--- config.mk ---
export PLATFORM = sky130hd
export DESIGN_NAME = drive_ramp_stop_input_select
export DESIGN_NICKNAME = d
export VERILOG_FILES = /design/src/core/drive_pkg.sv /design/src/core/ahb_lite_slave.sv /design/src/core/lockout_timer.sv /design/src/core/drive_ramp_stop_input_select.sv
export VERILOG_INCLUDE_DIRS = /design/src /design/src/core
export SDC_FILE = /design/constraint.sdc
export NUM_CORES = 1
export LEC_CHECK = 0
export BUFFER_PORTS_ARGS = -buffer_cell sky130_fd_sc_hd__buf_2
export CORE_MARGIN = 1.5
export CORE_UTILIZATION = 55
export DETAILED_ROUTE_END_ITERATION = 10
export PLACE_DENSITY = 0.85
export SYNTH_ARGS = -nofsm -noshare
export SYNTH_HDL_FRONTEND = slang
export SYNTH_SLANG_ARGS = --single-unit
--- constraint.sdc ---
create_clock -name clk_sys -period 4.4 [get_ports clk_sys]
set_clock_uncertainty 0.15 [all_clocks]
set_input_delay 0 -clock clk_sys [delete_from_list [all_inputs] [get_ports clk_sys]]
set_output_delay 0 -clock clk_sys [all_outputs]
set_load 0.02 [all_outputs]
--- src/core/drive_params.svh ---
`ifndef DRIVE_PARAMS_SVH
`define DRIVE_PARAMS_SVH

// Register byte addresses
`define ADDR_RAMP_SW_FREQ   8'h00
`define ADDR_REV_INHIBIT    8'h04
`define ADDR_STOP_METHOD    8'h08
`define ADDR_IN_FUNC_BASE   8'h0c
`define ADDR_INIT_MODE      8'h24
`define ADDR_MIN_BLOCK      8'h28
`define ADDR_RAMP_TIME_BASE 8'h2c
`define ADDR_STATUS         8'h4c

// Setting ranges and reset values
`define RAMP_SW_FREQ_MAX    13'hfa0
`define RAMP_SW_FREQ_RST    13'h000
`define RAMP_TIME_MAX       16'hea60
`define RAMP_TIME_RST       16'h0064
`define MIN_BLOCK_RST       16'h0005
`define INIT_3WIRE          16'h0d02
`define FUNC_CODE_MAX       7'h77

// Stop method codes
`define STOP_RAMP           2'h0
`define STOP_COAST          2'h1
`define STOP_DC             2'h2
`define STOP_COAST_TIMED    2'h3

// Input function codes
`define FUNC_3WIRE          7'h00
`define FUNC_STEP1          7'h03
`define FUNC_STEP2          7'h04
`define FUNC_STEP3          7'h05
`define FUNC_JOG_REF        7'h06
`define FUNC_RAMP_SEL1      7'h07
`define FUNC_RAMP_SEL2      7'h1a
`define FUNC_JOG_FWD        7'h12
`define FUNC_JOG_REV        7'h13
`define FUNC_FAST_NO        7'h15
`define FUNC_FAST_NC        7'h17
`define FUNC_ANALOG_SW      7'h1f

// Selector defaults, normal and after 3-wire initialisation
`define SEL_RST0            7'h24
`define SEL_RST1            7'h14
`define SEL_RST2            7'h03
`define SEL_RST3            7'h04
`define SEL_RST4            7'h06
`define SEL_RST5            7'h08
`define SEL_3W2             7'h00
`define SEL_3W3             7'h03
`define SEL_3W4             7'h04
`define SEL_3W5             7'h06

// Ramp pair indices (pair one to four)
`define PAIR_ONE            2'h0
`define PAIR_FOUR           2'h3

// Timing
`define TENTH_SEC_NS        100000000
`define CLK_PERIOD_NS       8

`endif

--- src/core/drive_pkg.sv ---
`default_nettype none
`include "drive_params.svh"

package drive_pkg;
	typedef enum logic [2:0] {
		ST_IDLE,
		ST_RUN,
		ST_RAMP,
		ST_COAST,
		ST_DC,
		ST_COAST_T
	} drive_state_t;

	typedef logic [6:0] func_code_t;

	function automatic logic wordAt(input logic [7:0] addr, input logic [7:0] base,
			input int idx);
		logic [7:0] off;
		off = 8'(idx * 4);
		return addr == 8'(base + off);
	endfunction : wordAt
endpackage : drive_pkg

`default_nettype wire

--- src/core/ahb_lite_slave.sv ---
`default_nettype none

module ahb_lite_slave (
	input  wire logic        clk_sys,
	input  wire logic        rst_b,
	input  wire logic        hsel,
	input  wire logic [31:0] haddr,
	input  wire logic [1:0]  htrans,
	input  wire logic        hwrite,
	input  wire logic [2:0]  hsize,
	input  wire logic [31:0] hwdata,
	input  wire logic        hready,
	output var  logic        hreadyout,
	output var  logic [31:0] hrdata,
	output var  logic        hresp,
	output var  logic        regWrite,
	output var  logic [7:0]  regAddr,
	output var  logic [31:0] regWdata,
	input  wire logic [31:0] rdData
);
	logic       wrPend;
	logic       rdPend;
	logic       next_wrPend;
	logic       next_rdPend;
	logic       next_hreadyout;
	logic [7:0] next_regAddr;
	logic [31:0] next_hrdata;
	logic       addrPhase;

	// Only whole-word singles are issued; hsize is not checked
	always_comb begin
		addrPhase      = hsel & htrans[1] & hready;
		next_wrPend    = addrPhase & hwrite;
		next_rdPend    = addrPhase & ~hwrite;
		next_regAddr   = addrPhase ? haddr[7:0] : regAddr;
		// One wait state on reads so a write just committed is seen
		next_hreadyout = ~next_rdPend;
		next_hrdata    = rdPend ? rdData : hrdata;
		regWrite       = wrPend;
		regWdata       = hwdata;
	end

	always_ff @(posedge clk_sys) begin
		if (!rst_b) begin
			wrPend    <= 1'b0;
			rdPend    <= 1'b0;
			regAddr   <= 8'h00;
			hreadyout <= 1'b1;
			hrdata    <= 32'h0000_0000;
			hresp     <= 1'b0;
		end else begin
			wrPend    <= next_wrPend;
			rdPend    <= next_rdPend;
			regAddr   <= next_regAddr;
			hreadyout <= next_hreadyout;
			hrdata    <= next_hrdata;
			hresp     <= 1'b0;
		end
	end
endmodule : ahb_lite_slave

`default_nettype wire

--- src/core/lockout_timer.sv ---
`default_nettype none

module lockout_timer #(
	parameter int TICK_CYCLES = 12500000
) (
	input  wire logic        clk_sys,
	input  wire logic        rst_b,
	input  wire logic        start,
	input  wire logic [15:0] tenths,
	output var  logic        busy
);
	localparam int PW = $clog2(TICK_CYCLES + 1);

	if (TICK_CYCLES < 1) begin : badTick
		$error("lockout_timer needs TICK_CYCLES of at least one");
	end

	logic [PW-1:0] pre;
	logic [15:0]   remain;
	logic [PW-1:0] next_pre;
	logic [15:0]   next_remain;
	logic          next_busy;

	// Counts whole tenths of a second; a zero load still blocks one tick
	always_comb begin
		next_pre    = pre;
		next_remain = remain;
		next_busy   = busy;
		if (start) begin
			next_pre    = PW'(TICK_CYCLES - 1);
			next_remain = tenths;
			next_busy   = 1'b1;
		end else if (busy) begin
			if (pre == '0) begin
				next_pre = PW'(TICK_CYCLES - 1);
				if (remain <= 16'h0001) begin
					next_busy = 1'b0;
				end else begin
					next_remain = remain - 16'h0001;
				end
			end else begin
				next_pre = pre - PW'(1);
			end
		end
	end

	always_ff @(posedge clk_sys) begin
		if (!rst_b) begin
			pre    <= '0;
			remain <= 16'h0000;
			busy   <= 1'b0;
		end else begin
			pre    <= next_pre;
			remain <= next_remain;
			busy   <= next_busy;
		end
	end
endmodule : lockout_timer

`default_nettype wire

--- src/core/drive_ramp_stop_input_select.sv ---
// Local design decisions: the register addresses and the AHB-Lite interface to the registers.
`default_nettype none
`include "drive_params.svh"

module drive_ramp_stop_input_select
	import drive_pkg::*;
#(
	parameter int TENTH_CYCLES = `TENTH_SEC_NS / `CLK_PERIOD_NS
) (
	input  wire logic        clk_sys,
	input  wire logic        rst_b,
	input  wire logic        hsel,
	input  wire logic [31:0] haddr,
	input  wire logic [1:0]  htrans,
	input  wire logic        hwrite,
	input  wire logic [2:0]  hsize,
	input  wire logic [31:0] hwdata,
	input  wire logic        hready,
	output var  logic        hreadyout,
	output var  logic [31:0] hrdata,
	output var  logic        hresp,
	input  wire logic [5:0]  termIn,
	input  wire logic        fwdRunIn,
	input  wire logic        revRunIn,
	input  wire logic        fluxVector,
	input  wire logic [12:0] outFreq,
	output var  logic [1:0]  rampPair,
	output var  logic [15:0] accelTime,
	output var  logic [15:0] decelTime,
	output var  logic        runFwd,
	output var  logic        runRev,
	output var  logic        rampDown,
	output var  logic        coasting,
	output var  logic        dcBrake,
	output var  logic        runIgnored,
	output var  logic        threeWire,
	output var  logic        revRejected,
	output var  logic        fastStop,
	output var  logic [2:0]  stepRef,
	output var  logic        jogRef,
	output var  logic        analogSel
);
	if (TENTH_CYCLES < 1) begin : badTenth
		$error("TENTH_CYCLES must be at least one");
	end

	logic        regWrite;
	logic [7:0]  regAddr;
	logic [31:0] regWdata;
	logic [31:0] rdData;

	ahb_lite_slave busSlave (
		.clk_sys   (clk_sys),
		.rst_b     (rst_b),
		.hsel      (hsel),
		.haddr     (haddr),
		.htrans    (htrans),
		.hwrite    (hwrite),
		.hsize     (hsize),
		.hwdata    (hwdata),
		.hready    (hready),
		.hreadyout (hreadyout),
		.hrdata    (hrdata),
		.hresp     (hresp),
		.regWrite  (regWrite),
		.regAddr   (regAddr),
		.regWdata  (regWdata),
		.rdData    (rdData)
	);

	// Settings
	logic [12:0]           swFreq;
	logic                  revInhibit;
	logic [1:0]            stopMethod;
	func_code_t [5:0]      inSel;
	logic [15:0]           initMode;
	logic [15:0]           minBlock;
	logic [7:0][15:0]      rampTime;
	logic [12:0]           next_swFreq;
	logic                  next_revInhibit;
	logic [1:0]            next_stopMethod;
	func_code_t [5:0]      next_inSel;
	logic [15:0]           next_initMode;
	logic [15:0]           next_minBlock;
	logic [7:0][15:0]      next_rampTime;

	// Sequencing state
	drive_state_t state;
	drive_state_t next_state;
	logic         dirRev;
	logic         next_dirRev;
	logic         latch3w;
	logic         next_latch3w;
	logic         fastHold;
	logic         next_fastHold;
	logic         timerStart;
	logic [15:0]  timerLoad;
	logic         timerBusy;
	logic         locked;

	function automatic logic anyOn(input func_code_t [5:0] s, input logic [5:0] t,
			input func_code_t code);
		logic r;
		r = 1'b0;
		for (int i = 0; i < 6; i++) begin
			r = r | ((s[i] == code) & t[i]);
		end
		return r;
	endfunction : anyOn

	function automatic logic isSet(input func_code_t [5:0] s, input func_code_t code);
		logic r;
		r = 1'b0;
		for (int i = 0; i < 6; i++) begin
			r = r | (s[i] == code);
		end
		return r;
	endfunction : isSet

	// Input decode
	logic       sel1;
	logic       sel2;
	logic       manualRamp;
	logic [1:0] pairNow;
	logic       is3w;
	logic       dirIn;
	logic       jogF;
	logic       jogR;
	logic       fastNow;
	logic       wantFwd;
	logic       wantRev;
	logic       rawRun;
	logic       runReq;
	logic       revBlock;

	always_comb begin
		sel1       = anyOn(inSel, termIn, `FUNC_RAMP_SEL1);
		sel2       = anyOn(inSel, termIn, `FUNC_RAMP_SEL2);
		manualRamp = isSet(inSel, `FUNC_RAMP_SEL1) | isSet(inSel, `FUNC_RAMP_SEL2);
		if (manualRamp) begin
			pairNow = {sel2, sel1};
		end else if (outFreq >= swFreq) begin
			pairNow = `PAIR_ONE;
		end else begin
			pairNow = `PAIR_FOUR;
		end
		is3w    = isSet(inSel, `FUNC_3WIRE);
		dirIn   = anyOn(inSel, termIn, `FUNC_3WIRE);
		jogF    = anyOn(inSel, termIn, `FUNC_JOG_FWD);
		jogR    = anyOn(inSel, termIn, `FUNC_JOG_REV);
		// Normally-closed fast stop acts when its terminal drops
		fastNow = anyOn(inSel, termIn, `FUNC_FAST_NO)
			| anyOn(inSel, ~termIn, `FUNC_FAST_NC);
		// 3-wire: run pulses latch, stop input is normally closed
		next_latch3w = is3w & revRunIn & (fwdRunIn | latch3w);
		if (is3w) begin
			wantFwd = (latch3w & ~dirIn) | (jogF & ~jogR);
			wantRev = (latch3w & dirIn) | (jogR & ~jogF);
		end else begin
			wantFwd = (fwdRunIn & ~revRunIn) | (jogF & ~jogR);
			wantRev = (revRunIn & ~fwdRunIn) | (jogR & ~jogF);
		end
		rawRun   = wantFwd | wantRev;
		revBlock = wantRev & ~wantFwd & revInhibit;
		// Fast stop clears only once the run command is removed too
		next_fastHold = (fastHold | fastNow) & (fastNow | rawRun);
		runReq = (wantFwd | (wantRev & ~revInhibit)) & ~fastHold & ~fastNow;
	end

	// Stop sequencing
	always_comb begin
		next_state  = state;
		next_dirRev = dirRev;
		timerStart  = 1'b0;
		timerLoad   = minBlock;
		case (state)
			ST_IDLE: begin
				if (runReq) begin
					next_state  = ST_RUN;
					next_dirRev = ~wantFwd;
				end
			end
			ST_RUN: begin
				if (fastNow | fastHold) begin
					next_state = ST_RAMP;
				end else if (!runReq) begin
					case (stopMethod)
						`STOP_RAMP: next_state = ST_RAMP;
						`STOP_COAST: begin
							next_state = ST_COAST;
							timerStart = 1'b1;
						end
						`STOP_DC: next_state = ST_DC;
						`STOP_COAST_TIMED: begin
							next_state = ST_COAST_T;
							timerStart = 1'b1;
							timerLoad  = rampTime[{pairNow, 1'b1}];
						end
						default: next_state = ST_RAMP;
					endcase
				end
			end
			ST_RAMP: begin
				if (outFreq == 13'h0000) begin
					next_state = ST_IDLE;
				end else if (runReq & ~fastHold) begin
					next_state  = ST_RUN;
					next_dirRev = ~wantFwd;
				end
			end
			ST_DC: begin
				if (outFreq == 13'h0000) begin
					next_state = ST_IDLE;
				end
			end
			ST_COAST, ST_COAST_T: begin
				if (!timerBusy) begin
					next_state = ST_IDLE;
				end
			end
			default: next_state = ST_IDLE;
		endcase
	end

	lockout_timer #(
		.TICK_CYCLES (TENTH_CYCLES)
	) blockTimer (
		.clk_sys (clk_sys),
		.rst_b   (rst_b),
		.start   (timerStart),
		.tenths  (timerLoad),
		.busy    (timerBusy)
	);

	// Register writes
	always_comb begin
		locked          = state != ST_IDLE;
		next_swFreq     = swFreq;
		next_revInhibit = revInhibit;
		next_stopMethod = stopMethod;
		next_inSel      = inSel;
		next_initMode   = initMode;
		next_minBlock   = minBlock;
		next_rampTime   = rampTime;
		if (regWrite && !locked) begin
			if (wordAt(regAddr, `ADDR_RAMP_SW_FREQ, 0)
					&& regWdata <= 32'(`RAMP_SW_FREQ_MAX)) begin
				next_swFreq = regWdata[12:0];
			end
			if (wordAt(regAddr, `ADDR_REV_INHIBIT, 0) && regWdata[31:1] == '0) begin
				next_revInhibit = regWdata[0];
			end
			if (wordAt(regAddr, `ADDR_STOP_METHOD, 0) && regWdata[31:2] == '0
					&& (!fluxVector || regWdata[1:0] <= `STOP_COAST)) begin
				next_stopMethod = regWdata[1:0];
			end
			for (int i = 0; i < 6; i++) begin
				if (wordAt(regAddr, `ADDR_IN_FUNC_BASE, i)
						&& regWdata <= 32'(`FUNC_CODE_MAX)) begin
					next_inSel[i] = regWdata[6:0];
				end
			end
			if (wordAt(regAddr, `ADDR_INIT_MODE, 0) && regWdata[31:16] == '0) begin
				next_initMode = regWdata[15:0];
				if (regWdata[15:0] == `INIT_3WIRE) begin
					next_inSel[2] = `SEL_3W2;
					next_inSel[3] = `SEL_3W3;
					next_inSel[4] = `SEL_3W4;
					next_inSel[5] = `SEL_3W5;
				end
			end
			if (wordAt(regAddr, `ADDR_MIN_BLOCK, 0) && regWdata[31:16] == '0) begin
				next_minBlock = regWdata[15:0];
			end
		end
		// Pairs one and two stay writable in operation, three and four do not
		for (int i = 0; i < 8; i++) begin
			if (regWrite && wordAt(regAddr, `ADDR_RAMP_TIME_BASE, i)
					&& regWdata <= 32'(`RAMP_TIME_MAX) && (i < 4 || !locked)) begin
				next_rampTime[i] = regWdata[15:0];
			end
		end
	end

	// Read decode; unmapped words read zero
	always_comb begin
		rdData = 32'h0000_0000;
		if (wordAt(regAddr, `ADDR_RAMP_SW_FREQ, 0)) rdData = 32'(swFreq);
		if (wordAt(regAddr, `ADDR_REV_INHIBIT, 0)) rdData = 32'(revInhibit);
		if (wordAt(regAddr, `ADDR_STOP_METHOD, 0)) rdData = 32'(stopMethod);
		for (int i = 0; i < 6; i++) begin
			if (wordAt(regAddr, `ADDR_IN_FUNC_BASE, i)) rdData = 32'(inSel[i]);
		end
		if (wordAt(regAddr, `ADDR_INIT_MODE, 0)) rdData = 32'(initMode);
		if (wordAt(regAddr, `ADDR_MIN_BLOCK, 0)) rdData = 32'(minBlock);
		for (int i = 0; i < 8; i++) begin
			if (wordAt(regAddr, `ADDR_RAMP_TIME_BASE, i)) rdData = 32'(rampTime[i]);
		end
		if (wordAt(regAddr, `ADDR_STATUS, 0)) begin
			rdData = {24'h000000, revRejected, runIgnored, threeWire, rampPair, state};
		end
	end

	always_ff @(posedge clk_sys) begin
		if (!rst_b) begin
			swFreq     <= `RAMP_SW_FREQ_RST;
			revInhibit <= 1'b0;
			stopMethod <= `STOP_RAMP;
			inSel      <= {`SEL_RST5, `SEL_RST4, `SEL_RST3, `SEL_RST2, `SEL_RST1, `SEL_RST0};
			initMode   <= 16'h0000;
			minBlock   <= `MIN_BLOCK_RST;
			rampTime   <= {8{`RAMP_TIME_RST}};
			state      <= ST_IDLE;
			dirRev     <= 1'b0;
			latch3w    <= 1'b0;
			fastHold   <= 1'b0;
		end else begin
			swFreq     <= next_swFreq;
			revInhibit <= next_revInhibit;
			stopMethod <= next_stopMethod;
			inSel      <= next_inSel;
			initMode   <= next_initMode;
			minBlock   <= next_minBlock;
			rampTime   <= next_rampTime;
			state      <= next_state;
			dirRev     <= next_dirRev;
			latch3w    <= next_latch3w;
			fastHold   <= next_fastHold;
		end
	end

	// Registered outputs
	always_ff @(posedge clk_sys) begin
		if (!rst_b) begin
			rampPair    <= `PAIR_ONE;
			accelTime   <= `RAMP_TIME_RST;
			decelTime   <= `RAMP_TIME_RST;
			runFwd      <= 1'b0;
			runRev      <= 1'b0;
			rampDown    <= 1'b0;
			coasting    <= 1'b0;
			dcBrake     <= 1'b0;
			runIgnored  <= 1'b0;
			threeWire   <= 1'b0;
			revRejected <= 1'b0;
			fastStop    <= 1'b0;
			stepRef     <= 3'h0;
			jogRef      <= 1'b0;
			analogSel   <= 1'b0;
		end else begin
			rampPair    <= pairNow;
			accelTime   <= rampTime[{pairNow, 1'b0}];
			decelTime   <= rampTime[{pairNow, 1'b1}];
			runFwd      <= next_state == ST_RUN && !next_dirRev;
			runRev      <= next_state == ST_RUN && next_dirRev;
			rampDown    <= next_state == ST_RAMP;
			coasting    <= next_state == ST_COAST || next_state == ST_COAST_T;
			dcBrake     <= next_state == ST_DC;
			runIgnored  <= (next_state == ST_COAST || next_state == ST_COAST_T) && rawRun;
			threeWire   <= is3w;
			revRejected <= revBlock;
			fastStop    <= fastNow | fastHold;
			stepRef     <= {anyOn(inSel, termIn, `FUNC_STEP3), anyOn(inSel, termIn, `FUNC_STEP2),
				anyOn(inSel, termIn, `FUNC_STEP1)};
			jogRef      <= anyOn(inSel, termIn, `FUNC_JOG_REF);
			analogSel   <= anyOn(inSel, termIn, `FUNC_ANALOG_SW);
		end
	end
endmodule : drive_ramp_stop_input_select

`default_nettype wire

### Word level (Yosys, flattened, before mapping)

Cells that the tools add are included.

* register bits: 356
* word-level logic and storage cells: 482

* $add $sub $neg: 2
* magnitude comparators: 8
* equal/unequal tests: 100
* mux-type cells: 66
* bitwise gates (word level): 190
* reduce and logical (&&, ||, !) cells: 69

Operator list (number)
* 32-bit two-way mux: 19
* 7-bit by 5-bit == test with 1-bit output, second input constant: 36
* 7-bit by 3-bit == test with 1-bit output, second input constant: 24
* 16-bit two-way mux: 10
* 1-bit bitwise AND: 91
* 1-bit OR: 86
* 24-bit two-way mux: 3
* 16-bit binary-select mux with 2-bit select: 2
* 8-bit by 6-bit == test with 1-bit output, second input constant: 8
* 28-bit two-way mux: 2
* 7-bit by 2-bit == test with 1-bit output, second input constant: 6
* 7-bit zero test: 6
* 1-bit logical AND: 36
* 8-bit by 5-bit == test with 1-bit output, second input constant: 4
* 8-bit by 7-bit == test with 1-bit output, second input constant: 4
* 32-bit by 12-bit less-or-equal comparator with 1-bit output, second input constant: 1
* 32-bit by 16-bit less-or-equal comparator with 1-bit output, second input constant: 1
* 32-bit by 7-bit less-or-equal comparator with 1-bit output, second input constant: 1
* 31-bit zero test: 1
* 30-bit zero test: 1
* 7-bit two-way mux: 4
* 24-bit zero test: 1
* 24-bit by 1-bit subtractor with 24-bit output, second input constant: 1
* 3-bit two-way mux: 7
* 34 further kinds: 80

### Logic depth before layout (Yosys ltp)

* depth after elaboration: 22
* gate-level depth with buffers: 13
* mapped depth without buffers: 10

### By module

From an unflattened synthesis, not the netlist that was laid out.

* cells, all modules: 2164
* area total of the unflattened synthesis: 18445.2 µm²

By module, submodules not included
* drive_ramp_stop_input_select: times used 1, cells an instance 1711, area each 14271.2 µm², seq. area each 5445.2 µm²
* lockout_timer: times used 1, cells an instance 274, area each 2268.4 µm², seq. area each 820.8 µm²
* ahb_lite_slave: times used 1, cells an instance 179, area each 1905.6 µm², seq. area each 860.8 µm²

### Worst setup path after synthesis

OpenSTA, ideal clock, no wires.

* path kind: register to register
* start: register inSel[9] (netlist bit)
* end: register blockTimer.remain[4]
* arrival: 2683 ps
* slack: 1507 ps
* cell stages (with the launch flop): 10
* path through: dfxtp_1 -> buf_6 -> or4b_4 -> o311ai_4 -> nor3_2 -> a221o_1 -> or4_4 -> buf_6 -> o32ai_1 -> o221a_1

* longest elaborated chain between the ends: 20
* elaborated cells on any way between the ends: 100
* those cells by class: eq/ne: 7; mux: 13; bitwise: 76; reduce/logical: 4

RTL lines
* from (decl): line drive_ramp_stop_input_select.sv:75 `func_code_t [5:0] inSel;`
* from (signal assigned): line drive_ramp_stop_input_select.sv:309 `` inSel <= {`SEL_RST5, `SEL_RST4, `SEL_RST3, `SEL_RST2, `SEL_RST1, `SEL_RST0}; ``
* from (signal assigned): line drive_ramp_stop_input_select.sv:321 `inSel <= next_inSel;`
* 7-bit by 5-bit == test with 1-bit output: line drive_ramp_stop_input_select.sv:106 `r = r | ((s[i] == code) & t[i]);`
* 1-bit bitwise AND: line drive_ramp_stop_input_select.sv:106
* 1-bit OR (5 in series): line drive_ramp_stop_input_select.sv:106
* 1-bit inverter: line drive_ramp_stop_input_select.sv:158, drive_ramp_stop_input_select.sv:161
* 1-bit bitwise AND: line drive_ramp_stop_input_select.sv:158, drive_ramp_stop_input_select.sv:161
* 1-bit OR (on tied branches): line drive_ramp_stop_input_select.sv:161, drive_ramp_stop_input_select.sv:158
* 1-bit two-way mux: line drive_ramp_stop_input_select.sv:156 `if (is3w) begin`
* 1-bit bitwise AND: line drive_ramp_stop_input_select.sv:167 `runReq = (wantFwd | (wantRev & ~revInhibit)) & ~fastHold & ~fastNow;`
* 1-bit OR: line drive_ramp_stop_input_select.sv:167
* 1-bit bitwise AND (2 in series): line drive_ramp_stop_input_select.sv:167
* 1-bit two-way mux: line drive_ramp_stop_input_select.sv:186 `end else if (!runReq) begin`
* 1-bit two-way mux: line drive_ramp_stop_input_select.sv:184 `if (fastNow | fastHold) begin`
* 1-bit two-way mux: line drive_ramp_stop_input_select.sv:176 `case (state)`
* 2-bit by 1-bit != test with 1-bit output (no line) / 2-bit nonzero test (equally long branches)
* 3-bit AND reduction (no line)
* to (signal assigned): line lockout_timer.sv:54 `remain <= next_remain;`
* to (decl): line lockout_timer.sv:19 `logic [15:0] remain;`

Parallel ways exist; a longest one is shown, timed or not. The select of a mux whose other input is x is not followed.
A chain may end at the register's enable or synchronous reset.

### Worst setup path after layout

* start: register busSlave.regAddr[5]
* end: register rampTime[14] (netlist bit)

* longest elaborated chain between the ends: 3

RTL lines
* from (decl): line ahb_lite_slave.sv:17 `output var logic [7:0] regAddr,`
* from (signal assigned): line ahb_lite_slave.sv:54 `regAddr <= next_regAddr;`
* 8-bit by 6-bit == test with 1-bit output: line drive_pkg.sv:20 `return addr == 8'(base + off);`
* 1-bit logical AND (2 in series): line drive_ramp_stop_input_select.sv:278 `` if (regWrite && wordAt(regAddr, `ADDR_RAMP_TIME_BASE, i) ``
* to (signal assigned): line drive_ramp_stop_input_select.sv:312 `` rampTime <= {8{`RAMP_TIME_RST}}; ``
* to (signal assigned): line drive_ramp_stop_input_select.sv:324 `rampTime <= next_rampTime;`
* to (decl): line drive_ramp_stop_input_select.sv:78 `logic [7:0][15:0] rampTime;`

No other way between the ends.

==> results.txt <==
Outcome -> finished clean
Commonest cells after routing, fill and taps aside -> 340 x dfxtp_1, 289 x nor2_1, 216 x mux2i_1
Util after Layout -> 64.76%
Peak VDD IR -> 0.3437 mV
Top_reg_cell synth -> dfxtp_1
Max Slew Vio Count -> 0
Core area -> 0.03164 mm2
Post-synth ARST share -> 0%
Metal2 WL -> 27.90 mm
Top cell type's share of synthesized area -> 38.38%
P&R area growth vs syn -> 15.52%
# diodes -> 0
Vias per cell -> 6.913
Fillcell total -> 2539
Routed len/inst -> 24.87 um
Final Hold Vio Count -> 0
Post-synth EDFFs -> 0
Power density cells -> 331.1 mW/mm2
Minimum clock period -> 4.353 ns
Setup ws final -> 0.04688 ns
RSZ-0062 raised after global routing -> no
Largest net degree at the start of global routing -> 146
Metal-1 WL -> 23.89 mm
Dpl ws -> 0.6083 ns
Die Y -> 182.6 um
Class of the worst hold path -> in -> reg
Mapped Cells -> 2077
Worst setup path endpoint -> rampTime[14]
Synth Cell Area -> 0.01773 mm2
Via count -> 18174
Max FO, Critical Path -> 17
1st-iter DRT viols -> 2926
Layout Nets -> 2313
Top Layer Used -> met4
DPL Wire Length -> 43.81 mm
Number of global-route vias before repair -> 17203
Area contributors post-synth -> dfxtp_1 38%, mux2i_1 12%, nor2_1 6.2%, nand2_1 3.5%, clkbuf_1 2.7%
Initial DRT Pass Iterations -> 7
Worst r2r path cells -> 6
Postcts setup bufs -> 0
Root Driver -> clkbuf_16
Rows -> 65
Max clock buf depth -> 3
RR Startpoint -> busSlave.regAddr[5]
Crit path DAT -> 4.64 ns
Crit. Startpoint -> busSlave.regAddr[5]
Die X -> 182.6 um
Startpoint type of the worst setup path -> register
Total Power -> 6.784 mW
Area leader, netlist -> dfxtp_1
CTS resizes -> 0
Met3 WL -> 8.129 mm
Sequential-to-total area share from yosys stat -> 38.38%
Final GP Congestion -> 1.027
Worst-Margin Slew -> 1.343 ns
Reg2reg setup slack -> 0.05 ns
DRC viols -> 0
Most common cell after layout, fill and taps aside -> dfxtp_1
Worst r2r dst -> rampTime[14]
Lkg Pwr -> 8.079 nW
Crit. End Element -> register
CTS Sinks -> 340
Layout cells sized above 1 -> 13.83%
Final Cycle Share -> 98.93%
Unique masters post-synth -> 89
CTS H-Tree Depth -> 2
Synth Register Bits -> 340
Total CTS buffers -> 37
Clk_lat worst skew -> 0.55 ns
Initial Util -> 56.06%
Max-slew headroom -> 10.21%
MaxCap Viol Count -> 0
Syn Area/Cell -> 8.539 um2
# port buffers -> 132
CTS tree -> done
F_max -> 0.2297 GHz
Critical path class -> reg -> reg
Antenna Nets Post-Route -> 0
Clk slew on worst S/H paths -> 0.06 ns
Routed Wire Length -> 65.37 mm
Number of I/O pins -> 178
GR Util All Layers -> 38.51%
Ys Warns -> 0
Die area -> 0.03333 mm2
GRT overflow -> 0
First-pass GRT wire length -> 99.60 mm
# hold bufs at CTS -> 61
Setup tns final -> 0 ns
Final setup vio count -> 0
WP data required -> 4.69 ns
Antenna violations before repair -> 0
==> registers in the layout, indices dropped and copies added, names as in the netlist, 16 cells and up <==
name and count:
accelTime 16, blockTimer.pre 24, blockTimer.remain 16, busSlave.hrdata 16, decelTime 16, inSel 42
initMode 16, minBlock 16, rampTime 128
==> worst min-delay path by stage <==
| stage | slack [ns] | from | cells after the start | end |
|---|---|---|---|---|
| 2_1_floorplan | -0.03 | hwrite | 1 | busSlave.hreadyout |
| 3_3_place_gp | 0.08 | hwrite | 2 | busSlave.hreadyout |
| 3_5_place_dp | 0.08 | hwrite | 2 | busSlave.hreadyout |
| 4_1_cts | 0.06 | termIn[3] | 5 | stepRef[2] |
| 5_1_grt | 0.12 | termIn[3] | 5 | stepRef[2] |
| 6_report | 0.07 | termIn[3] | 5 | stepRef[2] |
==> critical path, stage by stage (launching register included) <==
cell           delay [ns]
dfxtp_1              0.61
or4b_2               0.81
nor2_1               0.70
nand2_1              0.93
mux2i_1              0.38
nor2_1               0.07
dlygate4sd3_1        0.59
==> synthesized netlist by cell type (all sizes together), types with 8 or more instances <==
cell,n
a211oi,25
a21oi,83
a221o,11
a221oi,19
a222oi,10
a22oi,45
a31oi,24
a32oi,9
and2,17
and3,11
buf,57
clkbuf,127
dfxtp,340
ha,16
inv,34
mux2,19
mux2i,216
nand2,166
nand2b,12
nand3,47
nand3b,8
nand4,24
nor2,294
nor2b,20
nor3,48
nor4,26
nor4b,11
nor4bb,10
o211ai,26
o21a,20
o21ai,73
o221ai,19
o22ai,24
o32ai,8
or2,8
or3,12
or4,10
or4b,10
xnor2,23
xor2,13
==> cell type report <==
type	instances	area [um2]	area share, %
well taps	402	503.0	2.455
flip-flops and latches	340	6807	33.22
inverters	35	136.4	0.6657
clock inverters	16	198.9	0.9711
clock buffers	49	991.0	4.837
repair buffers	253	1747	8.526
multi-input cells	1534	10100	49.32
==> per-layer routing <==
metal  global-route usage [%]  vias to the layer above
li1                         -                     7839
met1                    47.48                     8475
met2                    57.89                     1462
met3                    10.32                      398
met4                    28.17                        0
met5                        0                        -
==> logic make-up (layout without fill, tap and decap cells) <==
kind of cell | after synthesis | count (layout) | share of synthesized area, %
simple gates | 764 | 764 | 21.36
compound gates | 466 | 466 | 18.64
flops | 340 | 340 | 38.38
mux | 235 | 235 | 13.40
buf+inv | 219 | 353 | 5.291
xor+xnor | 36 | 36 | 1.778
fa+ha+maj | 16 | 16 | 1.129
other cells | 1 | 17 | 0.02115
==> power by group <==
| part | total, mW | switching [mW] | internal, mW | leakage, nW |
|---|---|---|---|---|
| Sequential | 3.13 | 0.0212 | 3.11 | 2.75 |
| Clock | 3.12 | 1.33 | 1.79 | 0.580 |
| Combinational | 0.537 | 0.364 | 0.173 | 4.75 |
| Total | 6.78 | 1.72 | 5.07 | 8.08 |
==> through the flow <==
stage	cell area (um2)	instances	hold slack, ns
floorplan	17790	2093	-0.02714
CTS	20490	2629	0.06176
detailed placement	18690	2503	0.08494
global placement	18690	2503	0.08280
global route	20490	2629	0.1165
finish	20490	2629	0.07062
No activity file was read; power rests on OpenSTA's default activity.
